`config.mk`:
```
export PLATFORM = sky130hd
export DESIGN_NAME = phcc_core
export DESIGN_NICKNAME = d
export VERILOG_FILES = /design/src/phcc_pkg.sv /design/src/phcc_core.sv
export SDC_FILE = /design/constraint.sdc
export NUM_CORES = 1
export LEC_CHECK = 0
export BUFFER_PORTS_ARGS = -buffer_cell sky130_fd_sc_hd__buf_2
export CAP_MARGIN = 20
export CORE_ASPECT_RATIO = 0.7
export CORE_UTILIZATION = 50
export CTS_BUF_LIST = sky130_fd_sc_hd__clkbuf_8 sky130_fd_sc_hd__clkbuf_16
export CTS_CLUSTER_DIAMETER = 60
export DETAILED_ROUTE_END_ITERATION = 8
export GPL_TIMING_DRIVEN = 0
export PLACE_DENSITY = 0.68
export SYNTH_ARGS = -nofsm -noshare
export SYNTH_HDL_FRONTEND = slang
export SYNTH_SLANG_ARGS = --single-unit
```
`constraint.sdc`:
```
create_clock -name clk_i -period 16.85 [get_ports clk_i]
set_input_delay 0.8425 -clock clk_i [delete_from_list [all_inputs] [get_ports clk_i]]
set_output_delay 0.8425 -clock clk_i [all_outputs]
set_load 0.05 [all_outputs]
```
`src/phcc_pkg.sv`:
```
// Package with register map, field positions and carrier types of the playfield color block.
package phcc_pkg;
   // Register byte addresses on the APB bus.
   localparam logic [7:0] PHCC_MAIN_CTRL_ADDR = 8'h00;
   localparam logic [7:0] PHCC_SCROLL_ADDR = 8'h04;
   localparam logic [7:0] PHCC_PRIO_ADDR = 8'h08;
   localparam logic [7:0] PHCC_FETCH_BEGIN_ADDR = 8'h0c;
   localparam logic [7:0] PHCC_FETCH_END_ADDR = 8'h10;
   localparam logic [7:0] PHCC_WIN_BEGIN_ADDR = 8'h14;
   localparam logic [7:0] PHCC_WIN_END_ADDR = 8'h18;
   localparam logic [7:0] PHCC_ODD_MOD_ADDR = 8'h1c;
   localparam logic [7:0] PHCC_EVEN_MOD_ADDR = 8'h20;
   localparam logic [7:0] PHCC_STATUS_ADDR = 8'h24;
   localparam logic [7:0] PHCC_PTR_BASE_ADDR = 8'h40;
   localparam logic [7:0] PHCC_COLOR_BASE_ADDR = 8'h80;
   // Field positions in the main control word; PHCC_PF2_FIRST_BIT is in the priority register.
   localparam int PHCC_EXT_SYNC_BIT = 1;
   localparam int PHCC_INTERLACE_BIT = 2;
   localparam int PHCC_GAUDIO_BIT = 8;
   localparam int PHCC_BURST_BIT = 9;
   localparam int PHCC_DUAL_BIT = 10;
   localparam int PHCC_HOLD_BIT = 11;
   localparam int PHCC_COUNT_LSB = 12;
   localparam int PHCC_HIRES_BIT = 15;
   localparam int PHCC_PF2_FIRST_BIT = 6;
   // Plane counts and mode selectors.
   localparam logic [2:0] PHCC_FIVE_PLANES = 3'h5;
   localparam logic [2:0] PHCC_SIX_PLANES = 3'h6;
   localparam logic [2:0] PHCC_NO_PLANES = 3'h0;
   localparam logic [1:0] PHCC_SEL_REG = 2'h0;
   localparam logic [1:0] PHCC_SEL_BLUE = 2'h1;
   localparam logic [1:0] PHCC_SEL_RED = 2'h2;
   localparam logic [1:0] PHCC_SEL_GREEN = 2'h3;
   // Reset values.
   localparam logic [15:0] PHCC_CTRL_RESET = 16'h0000;
   localparam logic [11:0] PHCC_COLOR_RESET = 12'h000;
   // Twelve-bit color split into components.
   typedef struct packed {
      logic [3:0] red;
      logic [3:0] green;
      logic [3:0] blue;
   } phcc_rgb_t;
   // Pixel stream output toward the encoder.
   typedef struct packed {
      phcc_rgb_t rgb;
      logic valid;
   } phcc_pix_t;
   // Decoded mode state.
   typedef enum logic [1:0] {
      PHCC_MODE_NORMAL = 2'b00,
      PHCC_MODE_HAM = 2'b01,
      PHCC_MODE_HALF = 2'b10,
      PHCC_MODE_DUAL = 2'b11
   } phcc_mode_t;
   // All block state.
   typedef struct packed {
      logic [15:0] main_ctrl;
      logic [15:0] scroll;
      logic [15:0] prio;
      logic [15:0] fetch_begin;
      logic [15:0] fetch_end;
      logic [15:0] win_begin;
      logic [15:0] win_end;
      logic [15:0] odd_mod;
      logic [15:0] even_mod;
      logic [191:0] ptr;
      logic [383:0] colors;
      phcc_pix_t pix;
      phcc_mode_t mode;
      logic gaudio_pin;
      logic pready;
      logic [31:0] prdata;
      logic pslverr;
   } phcc_state_t;
endpackage

```
`src/phcc_core.sv`:
```
// Playfield color generator with hold-and-modify mode and its control registers.
`timescale 1ns/1ps
module phcc_core
   import phcc_pkg::*;
(
   // Clock and reset.
   input wire logic clk_i,
   input wire logic rst_i,
   // APB register bus.
   input wire logic psel_i,
   input wire logic penable_i,
   input wire logic pwrite_i,
   input wire logic [7:0] paddr_i,
   input wire logic [31:0] pwdata_i,
   output logic pready_o,
   output logic [31:0] prdata_o,
   output logic pslverr_o,
   // Pixel stream from the plane shifters.
   input wire logic pix_valid_i,
   input wire logic line_start_i,
   input wire logic blank_i,
   input wire logic [5:0] planes_i,
   // Video outputs.
   output logic [11:0] rgb_o,
   output logic rgb_valid_o,
   output logic gaudio_pin_o,
   output logic ext_sync_o,
   output logic interlace_o,
   output logic burst_o,
   output logic dual_o,
   output logic hires_o,
   output logic [2:0] plane_count_o,
   output logic [3:0] pf1_delay_o,
   output logic [3:0] pf2_delay_o,
   output logic pf2_first_o,
   output logic [5:0] sprite_prio_o,
   output logic [5:0] fetch_begin_o,
   output logic [5:0] fetch_end_o,
   output logic [15:0] win_begin_o,
   output logic [15:0] win_end_o,
   output logic [15:0] odd_mod_o,
   output logic [15:0] even_mod_o,
   output logic [1:0] mode_o
);
   phcc_state_t s_q;
   phcc_state_t s_d;
   logic [2:0] cnt_w;
   logic hold_w;
   logic dual_w;
   logic hires_w;
   logic six_w;
   logic [5:0] pl_w;
   logic [4:0] idx_w;
   phcc_rgb_t sel_w;
   phcc_rgb_t prev_w;
   phcc_rgb_t half_w;
   logic acc_w;
   logic [4:0] creg_w;

   // Decode of the control word fields.
   assign cnt_w = s_q.main_ctrl[PHCC_COUNT_LSB +: 3];
   assign hold_w = s_q.main_ctrl[PHCC_HOLD_BIT];
   assign dual_w = s_q.main_ctrl[PHCC_DUAL_BIT];
   assign hires_w = s_q.main_ctrl[PHCC_HIRES_BIT];
   assign six_w = (cnt_w == PHCC_SIX_PLANES);
   assign acc_w = psel_i && penable_i;
   assign creg_w = paddr_i[6:2]; // Color index within the upper half of the map.

   // Mask planes beyond the enabled count so that absent planes read as zero.
   always_comb
   begin
      for (int i = 0; i < 6; i++)
      begin
         pl_w[i] = planes_i[i] && (3'(i) < cnt_w);
      end
   end

   // Color selection for the current pixel.
   always_comb
   begin
      idx_w = pl_w[4:0];
      if (s_q.mode == PHCC_MODE_HAM)
      begin
         idx_w = {1'b0, pl_w[3:0]};
      end
      sel_w = s_q.colors[12*idx_w +: 12];
      // Line start holds the background color as the left neighbour.
      prev_w = line_start_i ? s_q.colors[11:0] : s_q.pix.rgb;
      half_w = '{red: {1'b0, sel_w.red[3:1]}, green: {1'b0, sel_w.green[3:1]}, blue: {1'b0, sel_w.blue[3:1]}};
   end

   // Next-state logic: register bus, mode decode and pixel path.
   always_comb
   begin
      s_d = s_q;
      s_d.pready = 1'b0;
      s_d.pslverr = 1'b0;
      // Mode from the hold, dual, hires and plane count fields of the control word.
      if (hold_w && !dual_w && !hires_w && (cnt_w == PHCC_FIVE_PLANES || six_w))
      begin
         s_d.mode = PHCC_MODE_HAM;
      end
      else if (!hold_w && !dual_w && six_w)
      begin
         s_d.mode = PHCC_MODE_HALF;
      end
      else if (dual_w)
      begin
         s_d.mode = PHCC_MODE_DUAL;
      end
      else
      begin
         s_d.mode = PHCC_MODE_NORMAL;
      end
      // Genlock audio appears on its pin only while blanking.
      s_d.gaudio_pin = blank_i && s_q.main_ctrl[PHCC_GAUDIO_BIT];
      // Pixel generation.
      s_d.pix.valid = pix_valid_i;
      if (pix_valid_i)
      begin
         if (s_q.mode == PHCC_MODE_HAM)
         begin
            s_d.pix.rgb = prev_w;
            case (pl_w[5:4])
               PHCC_SEL_REG: s_d.pix.rgb = sel_w;
               PHCC_SEL_BLUE: s_d.pix.rgb.blue = pl_w[3:0];
               PHCC_SEL_RED: s_d.pix.rgb.red = pl_w[3:0];
               PHCC_SEL_GREEN: s_d.pix.rgb.green = pl_w[3:0];
               default: s_d.pix.rgb = sel_w;
            endcase
         end
         else if (s_q.mode == PHCC_MODE_HALF && pl_w[5])
         begin
            s_d.pix.rgb = half_w;
         end
         else
         begin
            s_d.pix.rgb = sel_w;
         end
      end
      // APB slave, access phase with one wait state (pready registered).
      if (acc_w && !s_q.pready)
      begin
         s_d.pready = 1'b1;
         s_d.prdata = 32'h0000_0000;
         if (pwrite_i)
         begin
            if (paddr_i == PHCC_MAIN_CTRL_ADDR)
            begin
               s_d.main_ctrl = pwdata_i[15:0];
            end
            else if (paddr_i == PHCC_SCROLL_ADDR)
            begin
               s_d.scroll = {8'h00, pwdata_i[7:0]};
            end
            else if (paddr_i == PHCC_PRIO_ADDR)
            begin
               s_d.prio = {9'h000, pwdata_i[6:0]};
            end
            else if (paddr_i == PHCC_FETCH_BEGIN_ADDR)
            begin
               s_d.fetch_begin = {8'h00, pwdata_i[7:2], 2'b00};
            end
            else if (paddr_i == PHCC_FETCH_END_ADDR)
            begin
               s_d.fetch_end = {8'h00, pwdata_i[7:2], 2'b00};
            end
            else if (paddr_i == PHCC_WIN_BEGIN_ADDR)
            begin
               s_d.win_begin = pwdata_i[15:0];
            end
            else if (paddr_i == PHCC_WIN_END_ADDR)
            begin
               s_d.win_end = pwdata_i[15:0];
            end
            else if (paddr_i == PHCC_ODD_MOD_ADDR)
            begin
               s_d.odd_mod = pwdata_i[15:0];
            end
            else if (paddr_i == PHCC_EVEN_MOD_ADDR)
            begin
               s_d.even_mod = pwdata_i[15:0];
            end
            else if (paddr_i >= PHCC_PTR_BASE_ADDR && paddr_i < PHCC_PTR_BASE_ADDR + 8'h30)
            begin
               s_d.ptr[16*(paddr_i[5:2] - 4'h0) +: 16] = pwdata_i[15:0];
            end
            else if (paddr_i >= PHCC_COLOR_BASE_ADDR)
            begin
               s_d.colors[12*creg_w +: 12] = pwdata_i[11:0];
            end
            else
            begin
               s_d.pslverr = 1'b1;
            end
         end
         else if (paddr_i == PHCC_STATUS_ADDR)
         begin
            s_d.prdata = {18'h00000, s_q.pix.rgb, s_q.mode};
         end
         else
         begin
            s_d.pslverr = 1'b1;
         end
      end
   end

   // State register.
   always_ff @(posedge clk_i or posedge rst_i)
   begin
      if (rst_i)
      begin
         s_q <= '0;
      end
      else
      begin
         s_q <= s_d;
      end
   end

   // Outputs straight from the state register.
   assign rgb_o = s_q.pix.rgb;
   assign rgb_valid_o = s_q.pix.valid;
   assign gaudio_pin_o = s_q.gaudio_pin;
   assign ext_sync_o = s_q.main_ctrl[PHCC_EXT_SYNC_BIT];
   assign interlace_o = s_q.main_ctrl[PHCC_INTERLACE_BIT];
   assign burst_o = s_q.main_ctrl[PHCC_BURST_BIT];
   assign dual_o = dual_w;
   assign hires_o = hires_w;
   assign plane_count_o = cnt_w;
   assign pf1_delay_o = s_q.scroll[3:0];
   assign pf2_delay_o = s_q.scroll[7:4];
   assign pf2_first_o = s_q.prio[PHCC_PF2_FIRST_BIT];
   assign sprite_prio_o = s_q.prio[5:0];
   assign fetch_begin_o = s_q.fetch_begin[7:2];
   assign fetch_end_o = s_q.fetch_end[7:2];
   assign win_begin_o = s_q.win_begin;
   assign win_end_o = s_q.win_end;
   assign odd_mod_o = s_q.odd_mod;
   assign even_mod_o = s_q.even_mod;
   assign mode_o = s_q.mode;
   assign pready_o = s_q.pready;
   assign prdata_o = s_q.prdata;
   assign pslverr_o = s_q.pslverr;

   // Checks on the pixel path, mode decode, audio pin and bus handshake.
   property p_normal_load;
      @(posedge clk_i) disable iff (rst_i)
      (pix_valid_i && s_q.mode == PHCC_MODE_NORMAL) |=> (rgb_o == $past(sel_w));
   endproperty
   a_normal_load: assert property (p_normal_load) else $error("normal pixel color wrong");
   property p_ham_blue;
      @(posedge clk_i) disable iff (rst_i)
      (pix_valid_i && s_q.mode == PHCC_MODE_HAM && pl_w[5:4] == 2'h1)
         |=> (rgb_o[3:0] == $past(pl_w[3:0])) && (rgb_o[11:4] == $past({prev_w.red, prev_w.green}));
   endproperty
   a_ham_blue: assert property (p_ham_blue) else $error("blue modify wrong");
   property p_ham_red;
      @(posedge clk_i) disable iff (rst_i)
      (pix_valid_i && s_q.mode == PHCC_MODE_HAM && pl_w[5:4] == 2'h2)
         |=> (rgb_o[11:8] == $past(pl_w[3:0])) && (rgb_o[7:0] == $past({prev_w.green, prev_w.blue}));
   endproperty
   a_ham_red: assert property (p_ham_red) else $error("red modify wrong");
   property p_ham_green;
      @(posedge clk_i) disable iff (rst_i)
      (pix_valid_i && s_q.mode == PHCC_MODE_HAM && pl_w[5:4] == 2'h3)
         |=> (rgb_o[7:4] == $past(pl_w[3:0])) && (rgb_o[11:8] == $past(prev_w.red))
         && (rgb_o[3:0] == $past(prev_w.blue));
   endproperty
   a_ham_green: assert property (p_ham_green) else $error("green modify wrong");
   property p_ham_enable;
      @(posedge clk_i) disable iff (rst_i)
      (s_q.mode == PHCC_MODE_HAM) == $past(hold_w && !dual_w && !hires_w && (cnt_w == PHCC_FIVE_PLANES || six_w));
   endproperty
   a_ham_enable: assert property (p_ham_enable) else $error("hold mode active wrongly");
   property p_five_planes;
      @(posedge clk_i) disable iff (rst_i)
      (cnt_w == PHCC_FIVE_PLANES) |-> !pl_w[5];
   endproperty
   a_five_planes: assert property (p_five_planes) else $error("sixth plane not zero");
   property p_gaudio;
      @(posedge clk_i) disable iff (rst_i)
      1'b1 |=> (gaudio_pin_o == $past(blank_i && s_q.main_ctrl[PHCC_GAUDIO_BIT]));
   endproperty
   a_gaudio: assert property (p_gaudio) else $error("audio bit outside blanking");
   property p_apb_ready;
      @(posedge clk_i) disable iff (rst_i)
      (psel_i && penable_i && !pready_o) |=> pready_o ##1 !pready_o;
   endproperty
   a_apb_ready: assert property (p_apb_ready) else $error("apb answer timing wrong");
   property p_line_bg;
      @(posedge clk_i) disable iff (rst_i)
      (pix_valid_i && line_start_i && s_q.mode == PHCC_MODE_HAM && pl_w[5:4] == 2'h1)
         |=> rgb_o[11:4] == $past(s_q.colors[11:4]);
   endproperty
   a_line_bg: assert property (p_line_bg) else $error("line start hold wrong");
   c_ham: cover property (@(posedge clk_i) disable iff (rst_i) s_q.mode == PHCC_MODE_HAM && pix_valid_i);
   c_half: cover property (@(posedge clk_i) disable iff (rst_i) s_q.mode == PHCC_MODE_HALF && pix_valid_i);
   c_write: cover property (@(posedge clk_i) disable iff (rst_i) pready_o && !pslverr_o);
endmodule

```
# Word level (Yosys, flattened, before mapping)
# Cells that the tools add are included.
word_totals:
  output_inout_bits: 149
  elab_cells: 126
  input_bits: 54
  register_bits: 541
op_classes:
  shifts: 3
  reduce_logical: 36
  n_lt_le_gt_ge: 9
  add_sub_neg: 1
  n_eq_ne: 19
  multipliers: 2
  n_bitwise: 10
  muxes: 27
op_table:
  columns: ["cell", "count"]
  rows:
  - ["$bwmux 384", 1]
  - ["$shift 12x34->384 const A", 1]
  - ["$shiftx 12x34->384", 1]
  - ["$shiftx 384x10->12", 1]
  - ["$mux 12", 3]
  - ["$mux 34", 1]
  - ["$neg 9->34", 1]
  - ["$eq 8x5->1 const B", 4]
  - ["$mux 32", 1]
  - ["$pmux 4 s2", 3]
  - ["$eq 8x4->1 const B", 2]
  - ["$eq 8x6->1 const B", 2]
  - ["$logic_and 1x1->1", 16]
  - ["$mul 2x5->7 const A", 2]
  - ["$mux 14", 1]
  - ["$mux 1", 13]
  - ["$reduce_and 13->1", 1]
  - ["$ne 4x2->1 const B", 3]
  - ["$reduce_and 11->1", 1]
  - ["$not 1->1", 10]
  - ["$reduce_and 10->1", 1]
  - ["$reduce_and 9->1", 1]
  - ["$eq 8x3->1 const B", 1]
  - ["$ge 8x7->1 const B", 1]
  - ["21 further kinds", 35]

# Depth between registers and ports, before layout
# Gate-level depths: netlist (run 1).
depth:
  word_depth: 14
  depth_mapped: 16
  depth_no_buf: 14

# Worst setup path before layout (run 1)
# Ideal clock, no wire load.
synth_path:
  path_type: "in2reg"
  from: "input paddr_i[2]"
  to: "register s_q[310] in the netlist's numbering"
  t_required_ns: 16.725
  n_path_buf: 1
  setup_time_ns: 0.125
  cell_stages: 15
  arrival_time_ns: 4.329
  slack_ns: 12.396
  path_cell_list: "ha_1 > inv_1 > fa_1 > nand2b_1 > a21oi_1 > or3_1 > buf_2 > nand2_1 > and3_1 > ha_1 > inv_1 > a21oi_1 > a31oi_1 > nor4_4 > mux2_2"
synth_between:
  elab_chain_len: 4
  word_cells_on_any_way: 29
  cone_classes: "add/sub: 1; mul: 1; order compare: 3; eq/ne: 8; shift: 2; mux: 1; bitwise: 10; reduce/logical: 3"
synth_rtl:
  columns: ["element", "line", "source"]
  rows:
  - ["start, declared", "phcc_core.sv:13", "input wire logic [7:0] paddr_i,"]
  - ["$mul 2x5->7 (tied with other cells)", "phcc_core.sv:190", "s_d.colors[12*creg_w +: 12] = pwdata_i[11:0];"]
  - ["$neg 9->34 / $logic_and 1x1->1 (equally long branches)", "phcc_core.sv:190, phcc_core.sv:184", null]
  - ["$shiftx 12x34->384 (tied with other cells)", "phcc_core.sv:190", null]
  - ["$bwmux 384 / $reduce_and 13->1 (equally long branches)", null, null]
  - ["end signal, assigned", "phcc_core.sv:213", "s_q <= '0;"]
  - ["end signal, assigned", "phcc_core.sv:217", "s_q <= s_d;"]
  - ["end, declared", "phcc_core.sv:45", "phcc_state_t s_q;"]
# Parallel ways exist; a longest one is shown, timed or not.
# A chain may end at the register's enable or synchronous reset.

# Final worst setup path (run 1)
layout_path:
  from: "input paddr_i[2]"
  to: "register s_q[146] in the netlist's numbering"
# Same word-level chain as after synthesis.

==> results.tsv, run 1 <==
metric	value	unit
crit path time final	5.689	ns
Setup Crit Path Kind	in2reg	
io pins	203	
Synth area leaders	dfrtp_1, mux2_2, mux4_2	
Max Slew Vio Count	0	
final antenna-violating net count	0	
Post-synth top flop	dfrtp_1	
Layout Cells excl Fill	3422	
synth warn	0	
# setup viols final	0	
Worst-Margin Slew	1.395	ns
ys async rst share	1.000	
WL per Instance	35.67	um
Final Hold Fails	0	
first-pass GRT wire length	168700	um
Clock Skews	0.02758	ns
Post-Route WL	122100	um
worst vdd ir	93.14	uV
Crit-path slowest cell	nor3_1	
leak pwr	15.27	nW
post-synthesis sequential area ratio	0.4753	
drc violations	0	
GPL Wtd Cong	1.069	
clock-pin slew on the worst setup and hold paths	0.07	ns
Setup WS pre-CTS	10.61	ns
Yosys top cell by area	dfrtp_1	
synthesis-to-layout area growth	14.78	%
total vias in the final route	22920	
Worst R2R Path Depth	12	
antenna violations before repair	7	
largest net degree at the start of global routing	132	
Skew-Pair Late Insertion Delay	0.64	ns
Syn Area/Cell	11.46	um2
Synth cell types	85	
PwrDens	95.38	mW/mm2
core area	0.05375	mm2
die height	197.2	um
hpwl dp	93580	um
crit start category	primary input	
crit-path max cell delay	0.69	ns
CTS tree	yes	
Fillers	4601	
Cell Rows	71	
CP required	17.41	ns
Post-layout nets	2718	
CP Capture Type	flop	
clk buf depth	3	
initial DRC count	3187	
FF-to-FF setup slack	11.47	ns
share of layout cells above drive strength 1	0.3748	
vias per cell	6.698	
post-layout util	0.5813	
final worst slack	11.16	ns
Hold Path Class	in2async	
Syn Std Cell Area	0.02722	mm2
Inst Count DP	3313	
Hold WS	0.2774	ns
Syn Inst Count	2375	
gr ovfl total	0	
critical-path cell list	buf_2 -> ha_1 -> inv_1 -> fa_1 -> nand2b_1 -> a21oi_1 -> or3_1 -> buf_2 -> nand2_1 -> and3_1 -> ha_1 -> inv_1 -> nor3_1 -> nand2_1 -> clkbuf_1 -> nor2_1 -> mux2_2	
hold_buf cts	0	
GR Util All Layers	0.4430	
CTS Buf Count	52	
vias in the first global route	21870	
count of state elements after synthesis	517	
achievable frequency	175.8	MHz
Crit Path Max Fanout	10	
status	finished clean	
DRT Pass-1 Iters	8	
CP arrival	6.25	ns
RSZ-0062 raised after global routing	no	
Max Cap Violations	0	
Final Cycle Share	0.3376	
Slew HR	0.06990	
initial cell density of the core	0.5064	
Port-buffer cells	167	
most common cell after layout, fill and taps aside	dfrtp_1	
setup bufs post-CTS	0	
Post-synth EDFFs	0	
clk root buf	clkbuf_16	
Die Area	0.05539	mm2
post-CTS sizing	0	
Synth top area share	0.4753	
CTS H-tree lvls	2	
Clock Sinks	517	
most frequent cells in the layout	dfrtp_1, mux2_2, nand2_1	
die span in x	280.9	um
## logic make-up (layout without fill, tap and decap cells)
kind of cell,Yosys count,after routing,share of synthesized area
AND/OR/NAND/NOR,671,671,0.1120
XOR/XNOR,10,10,0.004781
adder cells (fa/ha/maj),19,19,0.009010
flip-flops,517,517,0.4753
AO/OA/AOI/OAI,311,311,0.08298
other,1,26,0.0001378
multiplexers,551,551,0.2546
buffers and inverters,295,587,0.06114
## synthesized netlist by cell type, types with 11 or more instances
master and number:
o211ai_1 11, dfrtp_1 517, buf_4 139, and3_1 15, mux2i_1 24, o22ai_1 19
nand3_1 118, mux4_2 67, a22o_1 36, mux2_2 457, nand4_1 20, buf_2 28
a21oi_1 52, nor2_1 161, a22oi_1 13, clkbuf_1 82, a31oi_1 20, inv_1 30
ha_1 18, nand2_1 248, nor3_1 50, o21ai_0 56, buf_1 14
## routing by layer
metal,track usage,part of all wire,vias to the layer above
li1,-,-,9034
met1,0.6159,0.41,11880
met2,0.5741,0.38,1652
met3,0.2343,0.16,344
met4,0.1654,0.044,12
met5,0.005305,0.0011,-
## flip-flops by register name, indices dropped and copies added, names as in the netlist, 2 cells and up
register and count:
odd_mod_o 16, pf1_delay_o 4, mode_o 2, plane_count_o 3, rgb_o 12, win_end_o 16
fetch_end_o 6, fetch_begin_o 6, prdata_o 14, sprite_prio_o 6, s_q 385, even_mod_o 16
pf2_delay_o 4, win_begin_o 16
## cell type report
class,count,area [um2],share of cell area
Clock inverter,32,300.3,0.009612
Buffer,263,1544,0.04942
Antenna cell,8,20.02,0.0006408
Clock buffer,61,1425,0.04562
Sequential cell,517,12940,0.4141
Timing Repair Buffer,199,1256,0.04021
Tap cell,730,913.4,0.02924
Multi-Input combinational cell,1580,12720,0.4070
Inverter,32,127.6,0.004085
## critical path, delay by kind of cell
family                   cells  cell delay (ns)
AO/OA/AOI/OAI                1             0.34
adder cells (fa/ha/maj)      3             1.08
buffers and inverters        5             1.23
multiplexers                 1             0.25
AND/OR/NAND/NOR              7             2.48
## stage by stage
step	setup TNS [ns]	total power, mW	cell area (um2)
global route	0	3.031	31220
finish	0	2.980	31240
CTS	0	2.939	31150
global placement	-1984.68	1.741	29030
floorplan	0	1.543	27280
detailed placement	0	1.758	29420
## path summary, 6_finish.rpt
path	from	to
worst max-delay path	paddr_i[2]	s_q[146]
worst min-delay path	rst_i	prdata_o[6]
worst max register to register	plane_count_o[2]	rgb_o[2]
worst min register to register	s_q[284]	s_q[284]
max in group asynchronous	rst_i	s_q[398]
min in group clk_i	pix_valid_i	rgb_valid_o
## where the power goes
part | switching (mW) | internal, mW
Clock | 0.528 | 0.677
Sequential | 0.0209 | 1.27
Combinational | 0.380 | 0.106
Power figures use the tool's default switching activity.
==> run 2: changes to the inputs <==
--- a/config.mk
+++ b/config.mk
@@ -13,7 +13,7 @@
 export CTS_CLUSTER_DIAMETER = 60
 export DETAILED_ROUTE_END_ITERATION = 8
 export GPL_TIMING_DRIVEN = 0
-export PLACE_DENSITY = 0.68
+export PLACE_DENSITY = 0.71
 export SYNTH_ARGS = -nofsm -noshare
 export SYNTH_HDL_FRONTEND = slang
 export SYNTH_SLANG_ARGS = --single-unit
==> constraint.sdc (replaced) <==
create_clock -name clk_i -period 4.93 [get_ports clk_i]
set_input_delay 0.2465 -clock clk_i [delete_from_list [all_inputs] [get_ports clk_i]]
set_output_delay 0.2465 -clock clk_i [all_outputs]
set_load 0.05 [all_outputs]
==> results.tsv, run 2 (same netlist as run 1, synthesis figures left out) <==
metric	value	unit	change
initial DRC count	3585		was 3,187
RSZ-0062 raised after global routing	no		unchanged
Final Cycle Share	1.023		
most common cell after layout, fill and taps aside	dfrtp_1		unchanged
FF-to-FF Start	plane_count_o[2]		unchanged
dpl cell area	0.02963	mm2	was 0.02942 mm2
die height	197.2	um	unchanged
Seq pwr share	0.423		was 0.433
Post-layout nets	2737		was 2,718
crit start category	flop		was primary input
Cell Rows	71		unchanged
synthesis-to-layout area growth	16.29	%	was 14.78%
WL per Instance	35.96	um	was 35.67 um
CP dominant cell by count	clkbuf_1		
achievable frequency	198.4	MHz	
crit path time final	5.041	ns	
die span in x	280.9	um	unchanged
Crit. Startpoint	plane_count_o[2]		was paddr_i[2]
Layout Cells excl Fill	3445		was 3,422
# setup viols final	3		was 0
final worst slack	-0.1110	ns	was 11.16 ns
GPL Wtd Cong	1.078		was 1.069
vias per cell	6.703		was 6.698
hpwl dp	95310	um	was 93,580 um
clock power share	0.409		was 0.404
Max Slew Vio Count	5		was 0
Max Cap Violations	0		unchanged
status	finished, violations left		was finished clean
leak pwr	15.45	nW	was 15.27 nW
max reg flops	385		unchanged
Setup Crit Path Kind	reg2reg		was in2reg
post-layout util	0.5889		was 0.5813
hold_sp	pwrite_i		
Internal	7.119	mW	was 2.051 mW
Slew HR	-0.07992		was 0.06990
most frequent cells in the layout	dfrtp_1, mux2_2, nand2_1		unchanged
PwrDens	328.9	mW/mm2	was 95.38 mW/mm2
share of layout cells above drive strength 1	0.3831		was 0.3748
Die Area	0.05539	mm2	unchanged
Crit Path Max Fanout	10		unchanged
largest net degree at the start of global routing	46		was 132
critical-path cell list	clkbuf_1 -> o21a_1 -> buf_2 -> buf_1 -> buf_8 -> clkbuf_1 -> mux4_2 -> a22oi_1 -> nand3_1 -> o21ai_0 -> o22ai_1 -> o31a_1		was buf_2 -> ha_1 -> inv_1 -> fa_1 -> nand2b_1 -> a21oi_1 -> or3_1 -> buf_2 -> nand2_1 -> and3_1 -> ha_1 -> inv_1 -> nor3_1 -> nand2_1 -> clkbuf_1 -> nor2_1 -> mux2_2
combinational fraction of design power	0.168		was 0.163
drc violations	0		unchanged
Largest Register	s_q		unchanged
Clock Sinks	517		unchanged
Clock Skews	0.04134	ns	was 0.02758 ns
Inst Count DP	3326		was 3,313
failing checks	slew limit, setup timing		
initial cell density of the core	0.5064		unchanged
CP required	5.44	ns	was 17.41 ns
Post-Route WL	123900	um	was 122,100 um
GR Util All Layers	0.4483		was 0.4430
core area	0.05375	mm2	unchanged
worst vdd ir	301.5	uV	was 93.14 uV
Psw	3.291	mW	was 0.9289 mW
Hold Path Class	in2reg		was in2async
CP arrival	5.56	ns	was 6.25 ns
setup bufs post-CTS	0		unchanged
antenna violations before repair	13		was 7
Fillers	4530		was 4,601
CTS H-tree lvls	2		unchanged
Switching Share	0.3161		was 0.3117
vias in the first global route	21560		was 21,870
Crit-path slowest cell	clkbuf_1		was nor3_1
clock-pin slew on the worst setup and hold paths	0.06	ns	was 0.07 ns
fin area	0.03165	mm2	was 0.03124 mm2
CTS Buf Count	52		unchanged
clk buf depth	3		unchanged
Port-buffer cells	167		unchanged
crit-path max cell delay	0.81	ns	was 0.69 ns
DRT Pass-1 Iters	9		was 8
first-pass GRT wire length	170100	um	was 168,700 um
Skew-Pair Late Insertion Delay	0.67	ns	was 0.64 ns
CTS tree	yes		unchanged
CP Capture Type	flop		unchanged
clk root buf	clkbuf_16		unchanged
io pins	203		unchanged
Worst-Margin Slew	1.620	ns	was 1.395 ns
gr ovfl total	0		unchanged
Final Hold Fails	0		unchanged
total vias in the final route	23090		was 22,920
final antenna-violating net count	0		unchanged
-- run 2: changes by cell type in the layout (fill, tap and decap cells not counted), sizes merged --
| cell | delta |
|---|---|
| buf | +16 |
| bufinv | -1 |
| clkbuf | +4 |
| clkinv | +1 |
| clkinvlp | -2 |
| diode | +3 |
| dlygate4sd3 | +7 |
| inv | -5 |
-- run 2: critical path, delay by kind of cell, from the launching register on --
kind / cells / cell delay, ns
compound gates: 5 / 1.42
mux: 1 / 0.54
flops: 1 / 0.43
simple gates: 1 / 0.09
buf+inv: 5 / 2.41
-- run 2: path summary, 6_finish.rpt --
| kind | depth (start not counted) | slack, ns | end |
|---|---|---|---|
| min in group asynchronous | 3 | 0.16 | rgb_o[10] |
| min reg2reg | 2 | 0.49 | s_q[238] |
| min | 3 | 0.15 | pslverr_o |
| max in group asynchronous | 8 | 3.16 | s_q[297] |
| max | 12 | -0.11 | rgb_o[9] |
| max reg2reg | 12 | -0.11 | rgb_o[9] |
-- run 2: area by class of cell --
class | instances | area [um2] | area share
buffer | 262 | 1543 | 0.04874
multi-input combinational | 1580 | 12760 | 0.4031
clock buffer | 69 | 1535 | 0.04850
antenna | 11 | 27.53 | 0.0008697
sequential | 517 | 12940 | 0.4087
timing repair buffer | 219 | 1545 | 0.04882
inverter | 32 | 123.9 | 0.003914
clock inverter | 25 | 266.5 | 0.008420
tap | 730 | 913.4 | 0.02886
-- run 2: per-layer routing --
layer  global-route usage  vias to the layer above  part of all wire
li1                     -                     9082                 -
met1               0.6369                    11880              0.42
met2               0.5688                     1749              0.38
met3               0.2309                      362              0.16
met4               0.1706                       20             0.044
met5                    0                        -            0.0023
-- run 2: per-stage QoR --
step | power, mW | setup slack, ns | setup TNS, ns | hold slack (ns)
floorplan | 5.276 | -2.339 | -1209.14 | 0.2779
global placement | 5.999 | -5.279 | -2740.75 | 0.4103
detailed placement | 6.075 | -0.5575 | -33.22 | 0.2566
CTS | 10.28 | 0.02158 | 0 | 0.09984
global route | 10.58 | 0.01404 | 0 | 0.1391
finish | 10.41 | -0.1110 | -0.2533 | 0.1503
-- run 2: timing repair --
| action | 4_1_cts | 5_1_grt |
|---|---|---|
| hold endpoints to repair | 98 | 0 |
| resized for setup | 0 | 7 |
| hold buffers | 7 | 0 |
| setup endpoints to repair | 0 | 17 |
-- run 2: power groups by stage --
stage | Combinational (mW) | Clock (mW) | Sequential, mW
after detailed placement | 1.60 | 0 | 4.47
after CTS | 1.61 | 4.27 | 4.40
after global routing | 1.75 | 4.43 | 4.40
final | 1.75 | 4.26 | 4.40
after floorplan | 0.820 | 0 | 4.46
after global placement | 1.52 | 0 | 4.48
